===== src/logic/rbs_pkg.sv =====
// Purpose: Shared constants and types of the reset and brown-out sequencer.
// Assumes: System clock of 50 MHz; low-frequency oscillator supplied as a tick.
// Notes: Register offsets are byte addresses on the Avalon-MM slave.
package rbs_pkg;

    ////////////////////////////////////////////////////////////////////////////
    // Clock and timing
    localparam int CLK_PERIOD_NS = 20;
    localparam int PUPT_TIME_MS = 64;
    localparam int LFOSC_HZ = 31000;
    localparam int PUPT_TICKS = PUPT_TIME_MS * LFOSC_HZ / 1000;
    localparam int BOR_FILTER_NS = 1000;
    localparam int BOR_FILTER_CYC = (BOR_FILTER_NS + CLK_PERIOD_NS - 1) / CLK_PERIOD_NS;
    localparam int CLR_FILTER_NS = 200;
    localparam int CLR_FILTER_CYC = (CLR_FILTER_NS + CLK_PERIOD_NS - 1) / CLK_PERIOD_NS;
    localparam int START_DLY_CYC = 10;

    ////////////////////////////////////////////////////////////////////////////
    // Register map (byte addresses)
    localparam logic [3:0] BCTL_OFFSET = 4'h0;
    localparam logic [3:0] PCTL_OFFSET = 4'h4;
    localparam logic [3:0] STAT_OFFSET = 4'h8;

    // Brown-out control register fields and reset values
    localparam int BCTL_SWEN_BIT = 7;
    localparam int BCTL_FAST_BIT = 6;
    localparam int BCTL_RDY_BIT = 0;
    localparam logic BCTL_SWEN_RST = 1'b1;
    localparam logic BCTL_FAST_RST = 1'b0;

    // Power control register fields
    localparam int PCTL_POR_BIT = 1;
    localparam int PCTL_BOR_BIT = 0;

    // Reset status register fields
    localparam int STAT_TO_BIT = 4;
    localparam int STAT_PD_BIT = 3;

    ////////////////////////////////////////////////////////////////////////////
    // Brown-out mode encodings
    localparam logic [1:0] BOR_MODE_ON = 2'h3;
    localparam logic [1:0] BOR_MODE_NOSLEEP = 2'h2;
    localparam logic [1:0] BOR_MODE_SW = 2'h1;
    localparam logic [1:0] BOR_MODE_OFF = 2'h0;

    // Erased state of the low-power monitor enable bit
    localparam logic LPBO_ERASED = 1'b1;

    // Configuration word fields used by the reset logic
    typedef struct packed {
        logic pwrup_timer_enable_n;
        logic [1:0] brownout_mode_sel;
        logic ext_clear_enable;
        logic low_volt_program;
        logic low_power_brownout;
    } rbs_cfg_t;

    // Start-up sequence states
    typedef enum logic [2:0] {
        ST_HOLD,
        ST_BOR_WAIT,
        ST_PUPT,
        ST_CLR_WAIT,
        ST_START,
        ST_RUN
    } rbs_state_t;

endpackage


===== src/logic/rbs_sequencer.sv =====
// Purpose: Reset and brown-out sequencer with a small Avalon-MM register file.
// Assumes: All inputs synchronous to clock; lfosc_tick pulses once per LF period.
// Notes: clk_en low freezes every flip-flop; core_reset_n releases execution.
// Function
// - Power-up timer of nominal 64 ms starts on power-on or brown-out reset.
// - Core held in reset while timer runs; timer enabled by low config bit.
// - Timer starts only after both power-on and brown-out requests release.
// - Mode field: 11 on, 10 off in sleep, 01 software, 00 off.
// - Brown-out reset only after supply stays low past the filter time.
// - Mode 11 waits for ready and supply at start, no wake-up delay.
// - Mode 10 waits at start, off in sleep, wake waits for ready.
// - Modes 01 and 00 release start-up without ready or supply wait.
// - Mode 01 enables the brown-out circuit from the software enable bit.
// - Software mode protects only once ready; ready shown in status bit.
// - Software mode protection unchanged by sleep entry or exit.
// - Fast-start bit always read/write; forces band gap in modes 10, 01.
// - Ready flag is read-only bit 0 of brown-out control register.
// - Low-power brown-out ORed with brown-out; feeds power and shared flag.
// - Low-power monitor enabled by config bit; erased state means enabled.
// - Clear pin enabled when clear-enable or low-voltage programming bit set.
// - Enabled clear pin low holds reset, short pulses filtered, never driven.
// - Disabled clear pin is a general input with software pull-up.
// - Watchdog timeout resets and updates timeout and power-down flags.
// - Leaving programming mode acts like a power-on reset.
// - Execution begins after timer done and clear pin released, when enabled.
// - Timer ignores clear pin; start 10 cycles after late pin release.
// - Brown-out reset clears shared flag; software sets it back.
//
// The implementer's own choices: the Avalon-MM register port and the register addresses.
`timescale 1ns/1ps
module rbs_sequencer (
    // Clock, reset, enable
    input wire logic clock,
    input wire logic rstn,
    input wire logic clk_en,
    input wire logic lfosc_tick,
    // Configuration word
    input wire rbs_pkg::rbs_cfg_t cfg,
    // Supply monitors and reset sources
    input wire logic por_req,
    input wire logic supply_below,
    input wire logic bor_circuit_rdy,
    input wire logic low_power_brownout,
    input wire logic prog_exit,
    input wire logic wdt_timeout,
    input wire logic watchdog_clear_instr,
    input wire logic sleep,
    // External clear pin
    input wire logic ext_clear_pin_i,
    output logic ext_clear_pin_o,
    output logic ext_clear_pin_oe,
    input wire logic sw_pullup_en,
    output logic weak_pullup_en,
    output logic gpio_in_level,
    // Sequencer outputs
    output logic core_reset_n,
    output logic wake_stall,
    output logic brownout_reset,
    output logic bor_enable,
    output logic bandgap_force_on,
    // Avalon-MM slave
    input wire logic [3:0] address,
    input wire logic read,
    input wire logic write,
    input wire logic [31:0] writedata,
    input wire logic [3:0] byteenable,
    output logic [31:0] readdata,
    output logic waitrequest
);

    ////////////////////////////////////////////////////////////////////////////
    // Mode decode
    function automatic logic mode_is(input logic [1:0] m, input logic [1:0] v);
        mode_is = (m == v);
    endfunction

    logic [1:0] mode;
    logic clr_en;
    logic lpbo_en;
    logic sw_en_q, sw_en_d;
    logic fast_q, fast_d;
    logic brownout_ready;
    logic bor_filt;
    logic bor_comb;
    logic por_evt;

    assign mode = cfg.brownout_mode_sel;
    assign clr_en = cfg.ext_clear_enable | cfg.low_volt_program;
    assign lpbo_en = (cfg.low_power_brownout == rbs_pkg::LPBO_ERASED);

    // Circuit enable; sleep only matters in mode 10, never in software mode
    assign bor_enable = mode_is(mode, rbs_pkg::BOR_MODE_ON)
        | (mode_is(mode, rbs_pkg::BOR_MODE_NOSLEEP) & ~sleep)
        | (mode_is(mode, rbs_pkg::BOR_MODE_SW) & sw_en_q);
    assign brownout_ready = bor_enable & bor_circuit_rdy;
    assign bandgap_force_on = fast_q & (mode_is(mode, rbs_pkg::BOR_MODE_NOSLEEP)
        | mode_is(mode, rbs_pkg::BOR_MODE_SW));
    assign bor_comb = bor_filt | (lpbo_en & low_power_brownout);
    assign brownout_reset = bor_comb;
    assign por_evt = por_req | prog_exit;

    ////////////////////////////////////////////////////////////////////////////
    // Supply and clear pin filters
    logic [7:0] bor_cnt_q, bor_cnt_d;
    logic [7:0] clr_cnt_q, clr_cnt_d;
    logic clr_lvl_q, clr_lvl_d;
    logic gpio_q, gpio_d;

    assign bor_filt = (bor_cnt_q == 8'(rbs_pkg::BOR_FILTER_CYC));

    // Short dips restart the count, so only a sustained low trips the reset
    always_comb begin
        bor_cnt_d = 8'h00;
        if (brownout_ready && supply_below) begin
            bor_cnt_d = bor_filt ? bor_cnt_q : bor_cnt_q + 8'h01;
        end
        clr_cnt_d = 8'h00;
        clr_lvl_d = clr_lvl_q;
        if (ext_clear_pin_i != clr_lvl_q) begin
            if (clr_cnt_q == 8'(rbs_pkg::CLR_FILTER_CYC - 1)) begin
                clr_lvl_d = ext_clear_pin_i;
            end else begin
                clr_cnt_d = clr_cnt_q + 8'h01;
            end
        end
        gpio_d = clr_en ? 1'b0 : ext_clear_pin_i;
    end

    always_ff @(posedge clock or negedge rstn) begin
        if (!rstn) begin
            bor_cnt_q <= 8'h00;
            clr_cnt_q <= 8'h00;
            clr_lvl_q <= 1'b1; // Pin idles high on its pull-up
            gpio_q <= 1'b0;
        end else if (clk_en) begin
            bor_cnt_q <= bor_cnt_d;
            clr_cnt_q <= clr_cnt_d;
            clr_lvl_q <= clr_lvl_d;
            gpio_q <= gpio_d;
        end
    end

    // The pin is input only; a reset never pulls it low
    assign ext_clear_pin_o = 1'b0;
    assign ext_clear_pin_oe = 1'b0;
    assign weak_pullup_en = clr_en | sw_pullup_en;
    assign gpio_in_level = gpio_q;

    ////////////////////////////////////////////////////////////////////////////
    // Start-up sequence
    rbs_pkg::rbs_state_t st_q, st_d;
    logic [10:0] pupt_cnt_q, pupt_cnt_d;
    logic [7:0] dly_cnt_q, dly_cnt_d;
    logic wake_q, wake_d;
    logic sleep_q;
    logic core_n_q, core_n_d;
    logic clr_low;
    logic wants_bor_wait;

    assign clr_low = clr_en & ~clr_lvl_q;
    assign wants_bor_wait = mode_is(mode, rbs_pkg::BOR_MODE_ON)
        | mode_is(mode, rbs_pkg::BOR_MODE_NOSLEEP);

    // Supply events win over pin and watchdog; the timer ignores the pin
    always_comb begin
        st_d = st_q;
        pupt_cnt_d = pupt_cnt_q;
        dly_cnt_d = 8'h00;
        case (st_q)
            rbs_pkg::ST_HOLD: begin
                pupt_cnt_d = 11'h000;
                if (!por_evt && !bor_comb) begin
                    if (wants_bor_wait) begin
                        st_d = rbs_pkg::ST_BOR_WAIT;
                    end else if (!cfg.pwrup_timer_enable_n) begin
                        st_d = rbs_pkg::ST_PUPT;
                    end else begin
                        st_d = rbs_pkg::ST_CLR_WAIT;
                    end
                end
            end
            rbs_pkg::ST_BOR_WAIT: begin
                if (brownout_ready && !supply_below) begin
                    st_d = cfg.pwrup_timer_enable_n ? rbs_pkg::ST_CLR_WAIT
                        : rbs_pkg::ST_PUPT;
                end
            end
            rbs_pkg::ST_PUPT: begin
                if (lfosc_tick) begin
                    pupt_cnt_d = pupt_cnt_q + 11'h001;
                end
                if (pupt_cnt_q == 11'(rbs_pkg::PUPT_TICKS)) begin
                    st_d = rbs_pkg::ST_CLR_WAIT;
                end
            end
            rbs_pkg::ST_CLR_WAIT: begin
                if (!clr_low) begin
                    st_d = rbs_pkg::ST_START;
                end
            end
            rbs_pkg::ST_START: begin
                dly_cnt_d = dly_cnt_q + 8'h01;
                if (dly_cnt_q == 8'(rbs_pkg::START_DLY_CYC - 1)) begin
                    st_d = rbs_pkg::ST_RUN;
                end
            end
            rbs_pkg::ST_RUN: begin
                st_d = rbs_pkg::ST_RUN;
            end
            default: begin
                st_d = rbs_pkg::ST_HOLD;
            end
        endcase
        if (por_evt || bor_comb) begin
            st_d = rbs_pkg::ST_HOLD;
            dly_cnt_d = 8'h00;
        end else if (clr_low && (st_q == rbs_pkg::ST_START || st_q == rbs_pkg::ST_RUN)) begin
            st_d = rbs_pkg::ST_CLR_WAIT;
            dly_cnt_d = 8'h00;
        end else if (wdt_timeout && !sleep && st_q == rbs_pkg::ST_RUN) begin
            st_d = rbs_pkg::ST_START;
            dly_cnt_d = 8'h00;
        end
        core_n_d = (st_d == rbs_pkg::ST_RUN);
        // Wake from sleep in mode 10 stalls until the circuit is ready again
        wake_d = wake_q & ~brownout_ready;
        if (sleep_q && !sleep && mode_is(mode, rbs_pkg::BOR_MODE_NOSLEEP)) begin
            wake_d = ~brownout_ready;
        end
        if (!mode_is(mode, rbs_pkg::BOR_MODE_NOSLEEP)) begin
            wake_d = 1'b0;
        end
    end

    always_ff @(posedge clock or negedge rstn) begin
        if (!rstn) begin
            st_q <= rbs_pkg::ST_HOLD;
            pupt_cnt_q <= 11'h000;
            dly_cnt_q <= 8'h00;
            wake_q <= 1'b0;
            sleep_q <= 1'b0;
            core_n_q <= 1'b0;
        end else if (clk_en) begin
            st_q <= st_d;
            pupt_cnt_q <= pupt_cnt_d;
            dly_cnt_q <= dly_cnt_d;
            wake_q <= wake_d;
            sleep_q <= sleep;
            core_n_q <= core_n_d;
        end
    end

    assign core_reset_n = core_n_q;
    assign wake_stall = wake_q;

    ////////////////////////////////////////////////////////////////////////////
    // Avalon-MM slave and flags; one wait state on every access
    logic ack_q, ack_d;
    logic [31:0] rdata_q, rdata_d;
    logic por_n_q, por_n_d;
    logic bor_n_q, bor_n_d;
    logic to_n_q, to_n_d;
    logic pd_n_q, pd_n_d;
    logic wr_now;

    assign waitrequest = (read | write) & ~ack_q;
    assign wr_now = write & ack_q & byteenable[0];

    // Hardware clears are applied after the software write, so events win
    always_comb begin
        ack_d = (read | write) & ~ack_q;
        rdata_d = rdata_q;
        sw_en_d = sw_en_q;
        fast_d = fast_q;
        por_n_d = por_n_q;
        bor_n_d = bor_n_q;
        to_n_d = to_n_q;
        pd_n_d = pd_n_q;
        if (ack_d && read) begin
            rdata_d = 32'h0000_0000;
            case (address)
                rbs_pkg::BCTL_OFFSET: begin
                    rdata_d[rbs_pkg::BCTL_SWEN_BIT] = sw_en_q;
                    rdata_d[rbs_pkg::BCTL_FAST_BIT] = fast_q;
                    rdata_d[rbs_pkg::BCTL_RDY_BIT] = brownout_ready;
                end
                rbs_pkg::PCTL_OFFSET: begin
                    rdata_d[rbs_pkg::PCTL_POR_BIT] = por_n_q;
                    rdata_d[rbs_pkg::PCTL_BOR_BIT] = bor_n_q;
                end
                rbs_pkg::STAT_OFFSET: begin
                    rdata_d[rbs_pkg::STAT_TO_BIT] = to_n_q;
                    rdata_d[rbs_pkg::STAT_PD_BIT] = pd_n_q;
                end
                default: begin
                    rdata_d = 32'h0000_0000;
                end
            endcase
        end
        if (wr_now && address == rbs_pkg::BCTL_OFFSET) begin
            sw_en_d = writedata[rbs_pkg::BCTL_SWEN_BIT];
            fast_d = writedata[rbs_pkg::BCTL_FAST_BIT];
        end
        if (wr_now && address == rbs_pkg::PCTL_OFFSET) begin
            por_n_d = writedata[rbs_pkg::PCTL_POR_BIT];
            bor_n_d = writedata[rbs_pkg::PCTL_BOR_BIT];
        end
        if (watchdog_clear_instr) begin
            to_n_d = 1'b1;
            pd_n_d = 1'b1;
        end
        if (sleep && !sleep_q) begin
            to_n_d = 1'b1;
            pd_n_d = 1'b0;
        end
        if (wdt_timeout) begin
            to_n_d = 1'b0;
            pd_n_d = sleep ? 1'b0 : pd_n_d;
        end
        if (bor_comb) begin
            bor_n_d = 1'b0;
            to_n_d = 1'b1;
            pd_n_d = 1'b1;
        end
        if (por_evt) begin
            por_n_d = 1'b0;
            bor_n_d = 1'b0;
            to_n_d = 1'b1;
            pd_n_d = 1'b1;
            sw_en_d = rbs_pkg::BCTL_SWEN_RST;
            fast_d = rbs_pkg::BCTL_FAST_RST;
        end
    end

    always_ff @(posedge clock or negedge rstn) begin
        if (!rstn) begin
            ack_q <= 1'b0;
            rdata_q <= 32'h0000_0000;
            sw_en_q <= rbs_pkg::BCTL_SWEN_RST;
            fast_q <= rbs_pkg::BCTL_FAST_RST;
            por_n_q <= 1'b0;
            bor_n_q <= 1'b0;
            to_n_q <= 1'b1;
            pd_n_q <= 1'b1;
        end else if (clk_en) begin
            ack_q <= ack_d;
            rdata_q <= rdata_d;
            sw_en_q <= sw_en_d;
            fast_q <= fast_d;
            por_n_q <= por_n_d;
            bor_n_q <= bor_n_d;
            to_n_q <= to_n_d;
            pd_n_q <= pd_n_d;
        end
    end

    assign readdata = rdata_q;

    ////////////////////////////////////////////////////////////////////////////
    // Checks
    mode_off_a: assert property (@(posedge clock) disable iff (!rstn)
        mode_is(mode, rbs_pkg::BOR_MODE_OFF) |-> !bor_enable)
        else $error("brown-out enabled in off mode");
    sw_enable_a: assert property (@(posedge clock) disable iff (!rstn)
        mode_is(mode, rbs_pkg::BOR_MODE_SW) |-> (bor_enable == sw_en_q))
        else $error("software mode enable mismatch");
    fast_start_a: assert property (@(posedge clock) disable iff (!rstn)
        (mode_is(mode, rbs_pkg::BOR_MODE_ON) || mode_is(mode, rbs_pkg::BOR_MODE_OFF))
        |-> !bandgap_force_on)
        else $error("fast start active in always-on or off mode");
    bor_filter_a: assert property (@(posedge clock) disable iff (!rstn || !clk_en)
        !supply_below |=> !bor_filt)
        else $error("brown-out tripped without low supply");
    timer_hold_a: assert property (@(posedge clock) disable iff (!rstn)
        (st_q == rbs_pkg::ST_PUPT) |=> !core_reset_n)
        else $error("core released while timer runs");
    start_delay_a: assert property (@(posedge clock) disable iff (!rstn || !clk_en)
        (st_q == rbs_pkg::ST_CLR_WAIT && !clr_low && !por_evt && !bor_comb)
        |=> (!core_reset_n)[*5] ##1 (!core_reset_n)[*5] ##1 core_reset_n)
        else $error("start delay not ten cycles");
    lpbo_flag_a: assert property (@(posedge clock) disable iff (!rstn || !clk_en)
        (lpbo_en && low_power_brownout) |=> !bor_n_q && (st_q == rbs_pkg::ST_HOLD))
        else $error("low-power brown-out not merged");
    pin_undriven_a: assert property (@(posedge clock) disable iff (!rstn)
        !ext_clear_pin_oe)
        else $error("clear pin driven");
    wdt_flag_a: assert property (@(posedge clock) disable iff (!rstn || !clk_en)
        (wdt_timeout && !por_evt && !bor_comb) |=> !to_n_q)
        else $error("timeout flag not cleared by watchdog");

endmodule


===== config.mk =====
export PLATFORM = sky130hd
export DESIGN_NAME = rbs_sequencer
export DESIGN_NICKNAME = d
export VERILOG_FILES = /design/src/logic/rbs_pkg.sv /design/src/logic/rbs_sequencer.sv
export SDC_FILE = /design/constraint.sdc
export NUM_CORES = 1
export LEC_CHECK = 0
export BUFFER_PORTS_ARGS = -buffer_cell sky130_fd_sc_hd__buf_4
export CAP_MARGIN = 10
export CORE_AREA = 2 2 81 103
export DETAILED_ROUTE_END_ITERATION = 16
export DIE_AREA = 0 0 83 105
export GPL_TIMING_DRIVEN = 0
export HOLD_SLACK_MARGIN = 0.05
export PLACE_DENSITY = 0.66
export SLEW_MARGIN = 20
export SYNTH_ARGS = -nofsm -noshare
export SYNTH_HDL_FRONTEND = slang
export SYNTH_SLANG_ARGS = --single-unit

===== constraint.sdc =====
create_clock -name clock -period 3.3 [get_ports clock]
set_clock_uncertainty 0.2 [all_clocks]
set_input_delay 0.66 -clock clock [delete_from_list [all_inputs] [get_ports clock]]
set_output_delay 0.66 -clock clock [all_outputs]
set_load 0.02 [all_outputs]

After elaboration in Yosys (flattened, before gate mapping) --
Cells that the tools add are included.
Cells by class: $add $sub $neg 4, eq/ne operators 18, multiplexer cells 48, bitwise gates (word level) 23, reductions and logical operators 34
Operators by type and width (number):
- 8-bit 2-to-1 mux | 8
- 1-bit 2-to-1 mux | 25
- 8-bit by 1-bit adder with 8-bit output, second input constant | 3
- 3-bit 2-to-1 mux | 8
- 11-bit one-hot mux with 2 select lines | 1
- 3-bit one-hot mux with 6 select lines | 1
- 8-bit by 4-bit == test with 1-bit output, second input constant | 2
- 1-bit logical AND | 12
- 2-bit AND reduction | 6
- 11-bit by 1-bit adder with 11-bit output, second input constant | 1
- 11-bit == test, second input constant | 1
- 11-bit 2-to-1 mux | 1
- 1-bit AND | 10
- 3-bit == test, second input constant | 3
- 1-bit OR | 9
- 8-bit by 6-bit == test with 1-bit output, second input constant | 1
- 3-bit by 2-bit == test with 1-bit output, second input constant | 2
- 2-bit 2-to-1 mux | 3
- 3-bit AND reduction | 2
- 2-bit nonzero test | 3
- 1-bit logical NOT | 5
- 5-bit nonzero test | 1
- 2-bit == test, second input constant | 2
- 4-bit by 3-bit == test with 1-bit output, second input constant | 1
- other kinds (11) | 16
Storage, ports and cells: bits in registers 56, input port bits 62, output and inout bits 42, logic and storage cells 145

Logic depth before layout (Yosys ltp) --
depth after elaboration 12, mapped depth 7, depth with buffers taken out 6

Least setup slack after synthesis --
Ideal clock, no wire load.
path kind input -> register, from in clk_en, to reg pupt_cnt_q[8], arrival 2.272 ns, required time 3.022 ns, slack 0.749 ns, stages on the path 6, buffers on the path 2, cells stage by stage buf_4 or3b_1 buf_2 or4_4 or3_1 a21oi_1
Between the ends: longest elaborated chain between the ends 1
RTL lines:
- start: declaration | RTL line rbs_sequencer.sv:35 | input wire logic clk_en,
- 3-bit AND reduction (no line)
- end signal: assignment | RTL line rbs_sequencer.sv:245 | pupt_cnt_q <= pupt_cnt_d;
- end: declaration | RTL line rbs_sequencer.sv:152 | logic [10:0] pupt_cnt_q, pupt_cnt_d;
No other way between the ends. A chain may end at the register's enable or synchronous reset.

Worst setup path after layout --
from reg bor_cnt_q[0], to out brownout_reset
Between the ends: longest elaborated chain between the ends 2
RTL lines:
- start: declaration | RTL line rbs_sequencer.sv:104 | logic [7:0] bor_cnt_q, bor_cnt_d;
- start signal: assignment | RTL line rbs_sequencer.sv:136 | bor_cnt_q <= bor_cnt_d;
- 8-bit by 6-bit == test with 1-bit output | RTL line rbs_sequencer.sv:109 | assign bor_filt = (bor_cnt_q == 8'(rbs_pkg::BOR_FILTER_CYC));
- 1-bit OR | RTL line rbs_sequencer.sv:98 | assign bor_comb = bor_filt | (lpbo_en & low_power_brownout);
- end: declaration | RTL line rbs_sequencer.sv:58 | output logic brownout_reset,
No other way between the ends.

==> impl_summary.md <==
Final layout
The library cells used most frequently in the layout, excluding fill and tap cells, are sky130_fd_sc_hd__buf_4 (72), sky130_fd_sc_hd__dfrtp_1 (52), sky130_fd_sc_hd__nor2_1 (30). The post-route non-filler standard cell count is 544. Fill cells in the final layout number 762. The ratio of cells with drive above 1 in the final layout is 21.16%. The number of antenna diodes in the final layout is 0. The area overhead of the layout relative to synthesis is 19.04%. The most common cell after layout, fill and taps aside is sky130_fd_sc_hd__buf_4. In the final design database the tool counted 521 nets.

Synth
The synthesized netlist occupies a cell area of 3417 um^2. Of all flip-flops after synthesis, the portion carrying an async set or reset was 100.0%. The main flop type after synthesis is sky130_fd_sc_hd__dfrtp_1. The instance count of the mapped netlist is 371. For this run, the register share of the synthesized area comes to 41.16%. The number of enable flip-flop cells after synthesis is 0. Averaged over all synthesized cells, the footprint is 9.210 um^2.

The number of distinct library cells after synthesis is 59. The Yosys warning count is 0. The total of flip-flops plus latches after synthesis is 56.

Worst setup path
The data arrival time of the critical path is 1.67 ns. The element type at the critical path start is a flip-flop. The start-to-end type of the worst setup path is reg2out.

For flop-to-flop paths, the worst setup slack is 1.00 ns. The number of cells traversed by the worst register-to-register path is 6. The data required time at the worst endpoint is 2.44 ns. The maximum fanout count along the critical path is 6. The end of the worst register-to-register path is dly_cnt_q[6]. In this run the critical register-to-register path is launched from bor_cnt_q[0]. The critical path capture point type is an output pin.

Floorplan
The floorplan step set the die height to 105 um. Measured along the x axis, the die boundary spans 83 um. The die footprint is 8715 um^2. The effective utilization at floorplan is 44.36%. The area of the placeable core is 7702 um^2. The number of ports placed on the die boundary is 104.

The number of rows in the core area is 36.

Clock tree
The clock tree root buffer cell is sky130_fd_sc_hd__clkbuf_8. Counting every sink on the clock net gives 56. Hold repair after CTS inserted 0 buffers. The number of buffers inserted during clock tree synthesis is 5.

TritonCTS built the clock tree. The latest clock arrival within the worst-skew pair is 0.31 ns. CTS built an H-tree with a depth of 2. The total of cells resized after clock tree synthesis is 0. The clock passes through at most 2 buffers.

The number of setup buffers added after CTS is 0. The post-CTS clock slew at the launch and capture registers of the worst setup and hold paths is 0.10 ns.

Timing
The number of hold violations in the final report came to 0. The transition time of the tightest slew-check pin is 0.8857 ns. The max-slew violation count is 0. Summed over all failing endpoints, the final setup total negative slack is 0 ns.

The maximum clock frequency is 394.5 MHz. Setup repair after global routing left no endpoint under its margin. The count of endpoints failing setup in the final report is 0. The relative max-transition margin is 40.18%. The ratio of final minimum period to clock period is 76.81%. For the finished layout, the period the worst path requires is 2.535 ns.

Run
The max-capacitance violation count is 0.

Placement
The count of buffers from port buffering is 43. The instance count after placement with tap cells included is 536. Routability-driven placement finished with a final weighted congestion of 0.8179. The total half-perimeter wirelength after legalization and detailed placement is 5551 um.

Hold path
In this run the worst hold path is classified as in2async.

Detailed routing
The first-pass detailed-route iteration total is 4. In the final routed layout, each cell accounts on average for 13.75 um. In the routed layout, each cell is associated on average with a via count of 5.241. The count of nets left with antenna violations once routing finished came out at 0. The total routed wirelength is 7480 um.

The DRC violations left is 0. The routed layout has 2851 vias. The detailed router's first-iteration violation count is 155.

Power
Of the total power, registers draw 50.6%. The internal power summed over all cells is 1.056 mW. Summed over all nets, the switching power comes to 0.4173 mW. The fraction of power spent switching nets is 28.33%. The combinational power share is 18.5%.

In this run the static leakage power is 1.908 nW. The clock network accounts for 30.9% of the total power. Power spread over the standard cell area amounts to 362.2 nW/um^2.

The worst-case IR drop observed on VDD is 0.2468 mV.

Global routing
The number of antenna violations at the first check in global routing is 0. The via count of the first global-routing pass was 2693. Entering global routing, the biggest net connects 57 pins. For this run the aggregate overflow at the end of global routing stands at 0. The first global-routing pass estimated 12480 um of wire. For this run, the total global-route usage over all layers was measured as 17.31%.

Run status
The run finished with clean final reports.
-- layout make-up --
cell class	count	area [um^2]	area share, %
Inverter	15	56.30	1.384
Buffer	40	260.3	6.398
Tap cell	95	118.9	2.922
Sequential cell	56	1406	34.57
Multi-Input combinational cell	287	1795	44.14
Clock buffer	6	72.57	1.784
Timing Repair Buffer	43	322.8	7.936
Clock inverter	2	35.03	0.8613
-- stage by stage --
step	utilization, %	hold WS, ns	worst slack, ns	power, mW	cell area (um^2)
floorplan	-	0.1644	0.7493	0.9284	3518
global placement	51.41	0.2681	0.4163	1.028	3960
detailed placement	51.41	0.2728	0.4093	1.033	3960
CTS	52.81	0.2206	0.7491	1.487	4068
global route	52.81	0.2490	0.6100	1.547	4068
finish	52.81	0.1889	0.7653	1.473	4068
-- per-layer routing --
| metal | global-route usage, % | up-vias | wire length (um) |
|---|---|---|---|
| li1 | - | 1427 | - |
| met1 | 21.53 | 1345 | 3242 |
| met2 | 30.70 | 72 | 3832 |
| met3 | 2.449 | 7 | 300 |
| met4 | 5.621 | 0 | 104 |
| met5 | 0 | - | 0 |
-- synthesized netlist by cell type (2+ instances only) --
library cell                 n  area [um^2]
sky130_fd_sc_hd__nand3_1    12        60.06
sky130_fd_sc_hd__dfstp_2     4        105.1
sky130_fd_sc_hd__nor4_1      5        31.28
sky130_fd_sc_hd__and3_1      7        43.79
sky130_fd_sc_hd__nor4bb_1    2        20.02
sky130_fd_sc_hd__o211ai_1    2        15.01
sky130_fd_sc_hd__nor3b_1     3        22.52
sky130_fd_sc_hd__o21bai_1    2        15.01
sky130_fd_sc_hd__o2bb2ai_1   6        52.55
sky130_fd_sc_hd__nand3b_1    3        22.52
sky130_fd_sc_hd__buf_4      29        217.7
sky130_fd_sc_hd__xnor2_1     6        52.55
sky130_fd_sc_hd__or2_2       2        12.51
sky130_fd_sc_hd__and4_1      3        26.28
sky130_fd_sc_hd__nor2b_1     8        50.05
sky130_fd_sc_hd__clkbuf_1   10        37.54
sky130_fd_sc_hd__nand4_1     9        56.30
sky130_fd_sc_hd__or3_1       5        31.28
sky130_fd_sc_hd__ha_1       11        137.6
sky130_fd_sc_hd__a21oi_1    16        80.08
sky130_fd_sc_hd__nand2b_1    6        37.54
sky130_fd_sc_hd__xor2_1     11        96.34
sky130_fd_sc_hd__mux2_2      5        56.30
sky130_fd_sc_hd__nor2_1     30        112.6
sky130_fd_sc_hd__a21o_1      2        15.01
sky130_fd_sc_hd__nor4b_1     4        35.03
sky130_fd_sc_hd__nor3_1      8        40.04
sky130_fd_sc_hd__o311ai_0    2        17.52
sky130_fd_sc_hd__nand2_1    29        108.9
sky130_fd_sc_hd__o22ai_1     2        12.51
sky130_fd_sc_hd__inv_1      15        56.30
sky130_fd_sc_hd__and2_1      3        18.77
sky130_fd_sc_hd__o41ai_1     2        17.52
sky130_fd_sc_hd__o21ai_0    21        105.1
sky130_fd_sc_hd__dfrtp_1    52         1301
sky130_fd_sc_hd__mux2i_1     6        60.06
sky130_fd_sc_hd__a31oi_1     2        12.51
sky130_fd_sc_hd__o31ai_1     4        30.03
sky130_fd_sc_hd__a22o_1      2        17.52
-- power groups by stage --
stage	clock [mW]	combinational (mW)	sequential (mW)
after detailed placement	0	0.274	0.759
after floorplan	0	0.171	0.757
after global placement	0	0.271	0.757
after global routing	0.495	0.301	0.751
final	0.455	0.273	0.746
after CTS	0.467	0.274	0.746
-- cells by family (layout without fill, tap and decap cells) --
| group | after synthesis | count (layout) | synth area share (%) |
|---|---|---|---|
| adders and majority gates | 11 | 11 | 4.028 |
| buffers and inverters | 55 | 106 | 9.264 |
| muxes | 11 | 11 | 3.405 |
| xor gates and xnor gates | 17 | 17 | 4.357 |
| DFF | 56 | 56 | 41.16 |
| other | 1 | 28 | 0.1097 |
| AOI/OAI and AO/OA | 74 | 74 | 14.43 |
| and+or+nand+nor | 146 | 146 | 23.25 |
-- registers in the layout, summed over array words and instances, names as in the netlist --
register,count
bor_n_q,1
sw_en_q,1
ack_q,1
pd_n_q,1
pupt_cnt_q,11
clr_cnt_q,8
clr_lvl_q,1
por_n_q,1
fast_q,1
wake_stall,1
bor_cnt_q,8
readdata,6
to_n_q,1
core_reset_n,1
st_q,3
gpio_in_level,1
dly_cnt_q,8
sleep_q,1
-- worst max-delay path, cell delays in order, from the launching register on --
cell and delay (ns):
sky130_fd_sc_hd__dfrtp_1 0.45, sky130_fd_sc_hd__inv_1 0.10, sky130_fd_sc_hd__ha_1 0.13, sky130_fd_sc_hd__nor3b_1 0.29, sky130_fd_sc_hd__nand2_1 0.16, sky130_fd_sc_hd__nand2_1 0.10, sky130_fd_sc_hd__buf_4 0.14
-- how the worst max path moves through the flow --
| stage | cells past startpoint | from | slack, ns | to |
|---|---|---|---|---|
| 2_1_floorplan | 6 | clk_en | 0.75 | pupt_cnt_q[8] |
| 3_3_place_gp | 8 | cfg[3] | 0.42 | bor_cnt_q[4] |
| 3_5_place_dp | 8 | cfg[3] | 0.41 | bor_cnt_q[4] |
| 4_1_cts | 6 | bor_cnt_q[0] | 0.75 | brownout_reset |
| 5_1_grt | 6 | bor_cnt_q[0] | 0.61 | brownout_reset |
| 6_report | 6 | bor_cnt_q[0] | 0.77 | brownout_reset |
(Power assumes the default switching activity.)
